File: config.mk
export PLATFORM = sky130hd
export DESIGN_NAME = interrupt_priority_level_regs
export DESIGN_NICKNAME = d
export VERILOG_FILES = /design/src/logic/ipl_pkg.sv /design/src/logic/interrupt_priority_level_regs.sv /design/src/logic/shared_pair_select.sv
export SDC_FILE = /design/constraint.sdc
export NUM_CORES = 1
export LEC_CHECK = 0
export BUFFER_PORTS_ARGS = -buffer_cell sky130_fd_sc_hd__buf_2
export CORE_ASPECT_RATIO = 0.5
export CORE_MARGIN = 4
export CORE_UTILIZATION = 40
export CTS_BUF_LIST = sky130_fd_sc_hd__clkbuf_8 sky130_fd_sc_hd__clkbuf_16
export CTS_CLUSTER_DIAMETER = 120
export DETAILED_ROUTE_END_ITERATION = 8
export PLACE_DENSITY = 0.74
export REMOVE_ABC_BUFFERS = 1
export SYNTH_ARGS = -nofsm -noshare
export SYNTH_HDL_FRONTEND = slang
export SYNTH_SLANG_ARGS = --single-unit
File: constraint.sdc
create_clock -name pclk -period 1.5 [get_ports pclk]
set_clock_uncertainty 0.15 [all_clocks]
set_input_delay 0.15 -clock pclk [delete_from_list [all_inputs] [get_ports pclk]]
set_output_delay 0.15 -clock pclk [all_outputs]
set_load 0.02 [all_outputs]
File: src/logic/ipl_pkg.sv
package ipl_pkg;

    // ------------------------------------------------------------------
    // bus geometry
    // ------------------------------------------------------------------
    localparam int ADDR_W  = 12;
    localparam int DATA_W  = 32;
    localparam int REG_W   = 16;
    localparam int LEVEL_W = 4;
    localparam int NUM_REG = 5;

    // ------------------------------------------------------------------
    // register byte offsets
    // ------------------------------------------------------------------
    localparam logic [ADDR_W-1:0] OFF_DMA_WATCHDOG   = 12'h000;
    localparam logic [ADDR_W-1:0] OFF_ETHER_DMA_TIMER = 12'h004;
    localparam logic [ADDR_W-1:0] OFF_EXTERNAL_LINE  = 12'h008;
    localparam logic [ADDR_W-1:0] OFF_TIMER_SERIAL   = 12'h00C;
    localparam logic [ADDR_W-1:0] OFF_SERIAL_PORT    = 12'h010;

    // register indices in the register array
    localparam logic [2:0] IDX_DMA_WATCHDOG    = 3'h0;
    localparam logic [2:0] IDX_ETHER_DMA_TIMER = 3'h1;
    localparam logic [2:0] IDX_EXTERNAL_LINE   = 3'h2;
    localparam logic [2:0] IDX_TIMER_SERIAL    = 3'h3;
    localparam logic [2:0] IDX_SERIAL_PORT     = 3'h4;

    // ------------------------------------------------------------------
    // field positions (low bit of each 4-bit level field)
    // ------------------------------------------------------------------
    localparam int FIELD_HI  = 12;
    localparam int FIELD_MH  = 8;
    localparam int FIELD_ML  = 4;
    localparam int FIELD_LO  = 0;

    // writable bits of each register; the rest read as zero
    localparam logic [REG_W-1:0] MASK_DMA_WATCHDOG    = 16'h0FF0;
    localparam logic [REG_W-1:0] MASK_ETHER_DMA_TIMER = 16'hFF00;
    localparam logic [REG_W-1:0] MASK_FULL            = 16'hFFFF;

    // ------------------------------------------------------------------
    // reset values and level limits
    // ------------------------------------------------------------------
    localparam logic [REG_W-1:0]  RESET_PRIORITY = 16'h0000;
    localparam logic [DATA_W-1:0] RESET_RDATA    = 32'h0000_0000;
    localparam logic [LEVEL_W-1:0] LEVEL_LOWEST  = 4'h0;
    localparam logic [LEVEL_W-1:0] LEVEL_HIGHEST = 4'hF;

    typedef logic [LEVEL_W-1:0] level_t;

    // levels presented to the priority-resolution logic
    typedef struct packed {
        level_t [3:0] external_line;   // index n = request line n
        level_t [2:0] pulse_timer;     // index n = pulse timer unit n
        level_t       fifo_serial_one;
        level_t       fifo_serial_two;
        level_t       fifo_sio;
        level_t [1:0] plain_serial;    // index 0 = serial i/o 1, 1 = serial i/o 2
        level_t [1:0] dma_channel;     // both channels carry one shared level
        level_t       watchdog;
        level_t       refresh;         // same level as the watchdog
        level_t       ether_dma;
        level_t       free_timer;
    } level_map_t;

    // outcome of a tie-break between two sources sharing one level
    typedef struct packed {
        logic   valid;
        logic   second;   // 0: first source chosen, 1: second source chosen
        level_t level;
    } pair_pick_t;

endpackage : ipl_pkg

File: src/logic/interrupt_priority_level_regs.sv
// Local design decisions: the placing of the registers and the APB interface to the registers.
module interrupt_priority_level_regs (
    input  wire logic                          pclk,
    input  wire logic                          presetn,
    input  wire logic                          psel,
    input  wire logic                          penable,
    input  wire logic                          pwrite,
    input  wire logic [ipl_pkg::ADDR_W-1:0]    paddr,
    input  wire logic [ipl_pkg::DATA_W-1:0]    pwdata,
    input  wire logic [3:0]                    pstrb,
    output logic      [ipl_pkg::DATA_W-1:0]    prdata,
    output logic                               pready,
    output logic                               pslverr,
    input  wire logic [1:0]                    dma_request,
    input  wire logic                          watchdog_request,
    input  wire logic                          refresh_request,
    output ipl_pkg::level_map_t                levels,
    output ipl_pkg::pair_pick_t                dma_pick,
    output ipl_pkg::pair_pick_t                watchdog_pick
);

    // ------------------------------------------------------------------
    // state
    // ------------------------------------------------------------------
    typedef struct packed {
        logic [ipl_pkg::NUM_REG-1:0][ipl_pkg::REG_W-1:0] priority_reg;
        logic [ipl_pkg::DATA_W-1:0]                      rdata;
        logic                                            err;
        ipl_pkg::level_map_t                             levels;
        ipl_pkg::pair_pick_t                             dma_pick;
        ipl_pkg::pair_pick_t                             watchdog_pick;
    } state_t;

    localparam state_t STATE_RESET = '{
        priority_reg  : {ipl_pkg::NUM_REG{ipl_pkg::RESET_PRIORITY}},
        rdata         : ipl_pkg::RESET_RDATA,
        err           : 1'b0,
        levels        : '0,
        dma_pick      : '0,
        watchdog_pick : '0
    };

    state_t state;
    state_t next_state;

    // ------------------------------------------------------------------
    // helpers
    // ------------------------------------------------------------------
    function automatic logic decode_hit(input logic [ipl_pkg::ADDR_W-1:0] addr);
        unique case (addr)
            ipl_pkg::OFF_DMA_WATCHDOG,
            ipl_pkg::OFF_ETHER_DMA_TIMER,
            ipl_pkg::OFF_EXTERNAL_LINE,
            ipl_pkg::OFF_TIMER_SERIAL,
            ipl_pkg::OFF_SERIAL_PORT:  decode_hit = 1'b1;
            default:                   decode_hit = 1'b0;
        endcase
    endfunction

    function automatic logic [2:0] decode_index(input logic [ipl_pkg::ADDR_W-1:0] addr);
        unique case (addr)
            ipl_pkg::OFF_DMA_WATCHDOG:    decode_index = ipl_pkg::IDX_DMA_WATCHDOG;
            ipl_pkg::OFF_ETHER_DMA_TIMER: decode_index = ipl_pkg::IDX_ETHER_DMA_TIMER;
            ipl_pkg::OFF_EXTERNAL_LINE:   decode_index = ipl_pkg::IDX_EXTERNAL_LINE;
            ipl_pkg::OFF_TIMER_SERIAL:    decode_index = ipl_pkg::IDX_TIMER_SERIAL;
            ipl_pkg::OFF_SERIAL_PORT:     decode_index = ipl_pkg::IDX_SERIAL_PORT;
            default:                      decode_index = ipl_pkg::IDX_DMA_WATCHDOG;
        endcase
    endfunction

    // writable bits per register; reserved positions never take data
    function automatic logic [ipl_pkg::REG_W-1:0] field_mask(input logic [2:0] idx);
        unique case (idx)
            ipl_pkg::IDX_DMA_WATCHDOG:    field_mask = ipl_pkg::MASK_DMA_WATCHDOG;
            ipl_pkg::IDX_ETHER_DMA_TIMER: field_mask = ipl_pkg::MASK_ETHER_DMA_TIMER;
            default:                      field_mask = ipl_pkg::MASK_FULL;
        endcase
    endfunction

    function automatic ipl_pkg::level_t nibble(
        input logic [ipl_pkg::REG_W-1:0] value,
        input int                        lsb
    );
        nibble = value[lsb +: ipl_pkg::LEVEL_W];
    endfunction

    // spread the register contents onto the per-source level lines
    function automatic ipl_pkg::level_map_t map_levels(
        input logic [ipl_pkg::NUM_REG-1:0][ipl_pkg::REG_W-1:0] regs
    );
        logic [ipl_pkg::REG_W-1:0] dw;
        logic [ipl_pkg::REG_W-1:0] et;
        logic [ipl_pkg::REG_W-1:0] ex;
        logic [ipl_pkg::REG_W-1:0] ts;
        logic [ipl_pkg::REG_W-1:0] sp;
        dw = regs[ipl_pkg::IDX_DMA_WATCHDOG];
        et = regs[ipl_pkg::IDX_ETHER_DMA_TIMER];
        ex = regs[ipl_pkg::IDX_EXTERNAL_LINE];
        ts = regs[ipl_pkg::IDX_TIMER_SERIAL];
        sp = regs[ipl_pkg::IDX_SERIAL_PORT];
        map_levels.external_line[0] = nibble(ex, ipl_pkg::FIELD_HI);
        map_levels.external_line[1] = nibble(ex, ipl_pkg::FIELD_MH);
        map_levels.external_line[2] = nibble(ex, ipl_pkg::FIELD_ML);
        map_levels.external_line[3] = nibble(ex, ipl_pkg::FIELD_LO);
        map_levels.pulse_timer[0]   = nibble(ts, ipl_pkg::FIELD_HI);
        map_levels.pulse_timer[1]   = nibble(ts, ipl_pkg::FIELD_MH);
        map_levels.pulse_timer[2]   = nibble(ts, ipl_pkg::FIELD_ML);
        map_levels.fifo_serial_one  = nibble(ts, ipl_pkg::FIELD_LO);
        map_levels.fifo_serial_two  = nibble(sp, ipl_pkg::FIELD_HI);
        map_levels.fifo_sio         = nibble(sp, ipl_pkg::FIELD_MH);
        map_levels.plain_serial[0]  = nibble(sp, ipl_pkg::FIELD_ML);
        map_levels.plain_serial[1]  = nibble(sp, ipl_pkg::FIELD_LO);
        map_levels.dma_channel[0]   = nibble(dw, ipl_pkg::FIELD_MH);
        map_levels.dma_channel[1]   = nibble(dw, ipl_pkg::FIELD_MH);
        map_levels.watchdog         = nibble(dw, ipl_pkg::FIELD_ML);
        map_levels.refresh          = nibble(dw, ipl_pkg::FIELD_ML);
        map_levels.ether_dma        = nibble(et, ipl_pkg::FIELD_HI);
        map_levels.free_timer       = nibble(et, ipl_pkg::FIELD_MH);
    endfunction

    // ------------------------------------------------------------------
    // shared-field tie-breaks
    // ------------------------------------------------------------------
    ipl_pkg::pair_pick_t dma_pick_now;
    ipl_pkg::pair_pick_t watchdog_pick_now;

    shared_pair_select dma_pair (
        .request_first  (dma_request[0]),
        .request_second (dma_request[1]),
        .level          (state.levels.dma_channel[0]),
        .pick           (dma_pick_now)
    );

    shared_pair_select watchdog_pair (
        .request_first  (watchdog_request),
        .request_second (refresh_request),
        .level          (state.levels.watchdog),
        .pick           (watchdog_pick_now)
    );

    // ------------------------------------------------------------------
    // bus decode
    // ------------------------------------------------------------------
    logic                       setup_phase;
    logic                       access_phase;
    logic                       hit;
    logic [2:0]                 index;
    logic [ipl_pkg::REG_W-1:0]  lane_mask;
    logic [ipl_pkg::REG_W-1:0]  write_mask;

    always_comb
    begin
        setup_phase  = psel & ~penable;
        access_phase = psel & penable;
        hit          = decode_hit(paddr);
        index        = decode_index(paddr);
        // only the two low byte lanes hold register bits
        lane_mask    = {{8{pstrb[1]}}, {8{pstrb[0]}}};
        write_mask   = lane_mask & field_mask(index);
    end

    // ------------------------------------------------------------------
    // next state
    // ------------------------------------------------------------------
    always_comb
    begin
        next_state = state;

        // reads are captured in the setup cycle so prdata comes from a flop
        if (setup_phase)
        begin
            next_state.err   = ~hit;
            next_state.rdata = ipl_pkg::RESET_RDATA;
            if (hit && !pwrite)
            begin
                // reserved bits hold zero, so they read back as zero
                next_state.rdata[ipl_pkg::REG_W-1:0] = state.priority_reg[index];
            end
        end

        // a write lands at the edge that completes the access phase
        if (access_phase && pwrite && hit)
        begin
            next_state.priority_reg[index] =
                (state.priority_reg[index] & ~write_mask) |
                (pwdata[ipl_pkg::REG_W-1:0] & write_mask);
        end

        // levels follow the written value at the same edge
        next_state.levels        = map_levels(next_state.priority_reg);
        next_state.dma_pick      = dma_pick_now;
        next_state.watchdog_pick = watchdog_pick_now;
    end

    // no standby input exists: only presetn clears the registers
    always_ff @(posedge pclk or negedge presetn)
    begin
        if (!presetn)
        begin
            state <= STATE_RESET;
        end
        else
        begin
            state <= next_state;
        end
    end

    // ------------------------------------------------------------------
    // outputs
    // ------------------------------------------------------------------
    always_comb
    begin
        pready        = access_phase;
        prdata        = state.rdata;
        pslverr       = access_phase & state.err;
        levels        = state.levels;
        dma_pick      = state.dma_pick;
        watchdog_pick = state.watchdog_pick;
    end

endmodule // interrupt_priority_level_regs

File: src/logic/shared_pair_select.sv
// two sources share one level field; the first source wins a tie
module shared_pair_select (
    input  wire logic          request_first,
    input  wire logic          request_second,
    input  wire ipl_pkg::level_t level,
    output ipl_pkg::pair_pick_t pick
);

    always_comb
    begin
        pick.valid  = request_first | request_second;
        pick.second = request_second & ~request_first;
        pick.level  = level;
    end

endmodule // shared_pair_select

==> impl_metrics.ini <==
[placed_design]
dp_hpwl_mm = 13.1
port_buffers = 140
place_ws_ps = -913
gp_congestion = 0.917

[power]
p_leak_nw = 3.91
switching_share = 0.268
ir_drop_mv = 0.640
pwr-share-seq = 0.497
combPwrFrac = 0.100
internal_power_mw = 4.34
pwr-share-clk = 0.403
p_per_area_nw_per_um2 = 747
power.switching_mw = 1.59
total_power_mw = 5.93

[sta]
setup_viol_count_final = 81
fin_ws_ps = -411
hold_viol = 0
fin_hold_ws_ps = 13.7
fmax_mhz = 523
drv_slew = 0
rsz0062_at_grt = yes
min_period_over_period = 1.27
finalCriticalPeriod_ps = 1910

[global_routing]
grt_max_degree = 54
antenna_found_initial = 0
grtUsageTotal = 0.207
globalRouteMet3Util = 0.0500
grt_pass1_vias = 5197
overflow = 0
grt_pass1_wl_mm = 28.1
grtUsageMet2 = 0.350
busiest_layer = met2
grt_use_met1 = 0.268

[clock_network]
cts_root_buf = clkbuf_16
clock-sinks = 109
cts_tree = done
cts_htree_levels = 3
clk_pin_slew_ps = 80
clk_latency_ps = 360
cts_made_buffers = 9
cts_max_path_buffers = 2

[die]
std_cell_rows = 31
die_h_um = 95.0
fp.coreArea_sq_um = 14600
initial_core_util = 0.414
num_io_pins = 175
die-width_um = 182
die_area_sq_um = 17300

[synth]
ys.flop_type = dfrtp_1
synth_top_family_by_area = compound AO/OA/AOI/OAI gates
syn_avg_cell_area_sq_um = 9.53
ys_ff_latch = 109
synth_fa_ha_area_frac = 0
synth_simple_gate_area_frac = 0.133
syn_area_sq_um = 6050
synthDistinctLibCells = 59
ys_warn_count = 0
synth_top_area_frac = 0.451
ys_seq_area_frac = 0.451
synthArstFlopShare = 1.00
synth.mux.area_fraction = 0.0225
synth_xor_area_frac = 0
yosys-top-cells-area = dfrtp_1 45%, buf_4 15%, nand2_1 4.7%
netlist_instances = 635
synth_edf_count = 0
yosysMostFrequentCell = buf_4
synth_compound_area_frac = 0.213
synth_common_cells = 119 x buf_4, 109 x dfrtp_1, 76 x nand2_1
synth_area_leader_cell = dfrtp_1

[cells_and_area]
antenna_cells = 0
areaGrowthSynthToFinish_pct = 31.2
fin_nets = 822
drive_gt1_frac = 0.479
n_fill_cell = 1166

[worst_setup_path]
endpoint = levels[33]$_DFFE_PN0P_
critPathKind = input port to flip-flop
r2r_cells = 6
critPathLaunchType = input port
r2r-start = state[160]$_DFFE_PN0P_
cp-end-kind = flip-flop
regToRegSetupSlack_ps = -170
crit_fanout = 6
cp-startpoint = paddr[10]
required_ps = 1590
reg2reg_to = state[192]$_DFFE_PN0P_
cp_data_arrival_time_ps = 2000

[drt]
wirelength_mm = 20.4
firstDrtPassIters = 5
drt_iter0_markers = 672
viasPerCell = 5.76
routedWlPerCell_um = 21.0
drtAntennaViolNets = 0
drc = 0
vias = 5573

[run_status]
status = complete, but fails checks
violations = setup timing

[worst_hold_path]
hp-class = input port to flip-flop
hold_path_depth = 3

[flow_run]
cap_viol_max_count = 0
-- cells in the final DEF, fill, tap and decap left out, types with 16 or more instances in the layout --
cell type	instances
nor2_1	30
nand2_1	72
o21ai_1	29
conb_1	16
buf_2	136
buf_4	88
dfrtp_1	109
a21oi_1	22
o21ai_0	16
a31oi_1	16
buf_6	27
-- metal layers --
| metal | wire, um | vias to the layer above |
|---|---|---|
| met2 | 9880 | 381 |
| li1 | - | 2392 |
| met3 | 1950 | 80 |
| met5 | 0 | - |
| met4 | 711 | 0 |
| met1 | 7810 | 2720 |
-- cell type report --
class	count	area [sq um]	share of cell area
tap	198	248	0.0312
inverter	3	11.3	0.00142
clock buffer	9	225	0.0284
clock inverter	7	68.8	0.00867
sequential	109	2730	0.344
timing repair buffer	270	1900	0.239
multi-input combinational	372	2760	0.347
-- registers in the layout, summed over array words and instances (netlist names) --
| name | flops |
|---|---|
| levels | 51 |
| state | 30 |
| prdata | 16 |
| dma_pick | 6 |
| watchdog_pick | 6 |
-- timing repair --
item,in CTS,in global routing
endpoints found under the hold margin,125,0
endpoints found under the setup margin,81,81
gates resized for setup,87,68
pin swaps,37,40
gates cloned,1,2
buffers inserted,8,15
hold buffers,12,0
-- critical path, cell delays in order --
cell	delay, ps
buf_6	90
or4_4	550
buf_12	170
buf_4	140
o31ai_4	260
a211oi_2	150
a221oi_2	210
buf_4	190
o21ai_1	90
-- how the worst min path moves through the flow --
stage	slack [ps]	end	from
2_1_floorplan	-300	dma_pick[0]$_DFF_PN0_	presetn
3_3_place_gp	-130	dma_pick[4]$_DFF_PN0_	presetn
3_5_place_dp	-120	dma_pick[4]$_DFF_PN0_	presetn
4_1_cts	2	levels[4]$_DFFE_PN0P_	pwdata[12]
5_1_grt	20	levels[4]$_DFFE_PN0P_	pwdata[12]
6_report	10	levels[4]$_DFFE_PN0P_	pwdata[12]
-- power by group through the flow --
| stage | Clock (mW) | Sequential [mW] | Combinational, mW |
|---|---|---|---|
| 6_report | 2.39 | 2.95 | 0.591 |
| 5_1_grt | 2.55 | 2.95 | 0.629 |
| 4_1_cts | 2.40 | 2.95 | 0.530 |
| 3_5_place_dp | 0 | 3.01 | 0.466 |
| 3_3_place_gp | 0 | 3.01 | 0.458 |
| 2_1_floorplan | 0 | 3.02 | 0.161 |
-- through the flow --
step,area [sq um],instances,utilization,setup TNS [ps]
after detailed placement,6720,916,0.460,-62660
after global placement,6720,916,0.460,-60730
after floorplan,5030,484,-,-76830
final,7940,968,0.543,-25140
after CTS,7510,953,0.513,-19930
after global routing,7940,968,0.543,-27810
-- cell families after synthesis --
family | after synthesis
buf+inv | 169
mux | 13
flops | 109
other cells | 1
compound gates | 183
simple gates | 160
(Power assumes the default switching activity.)
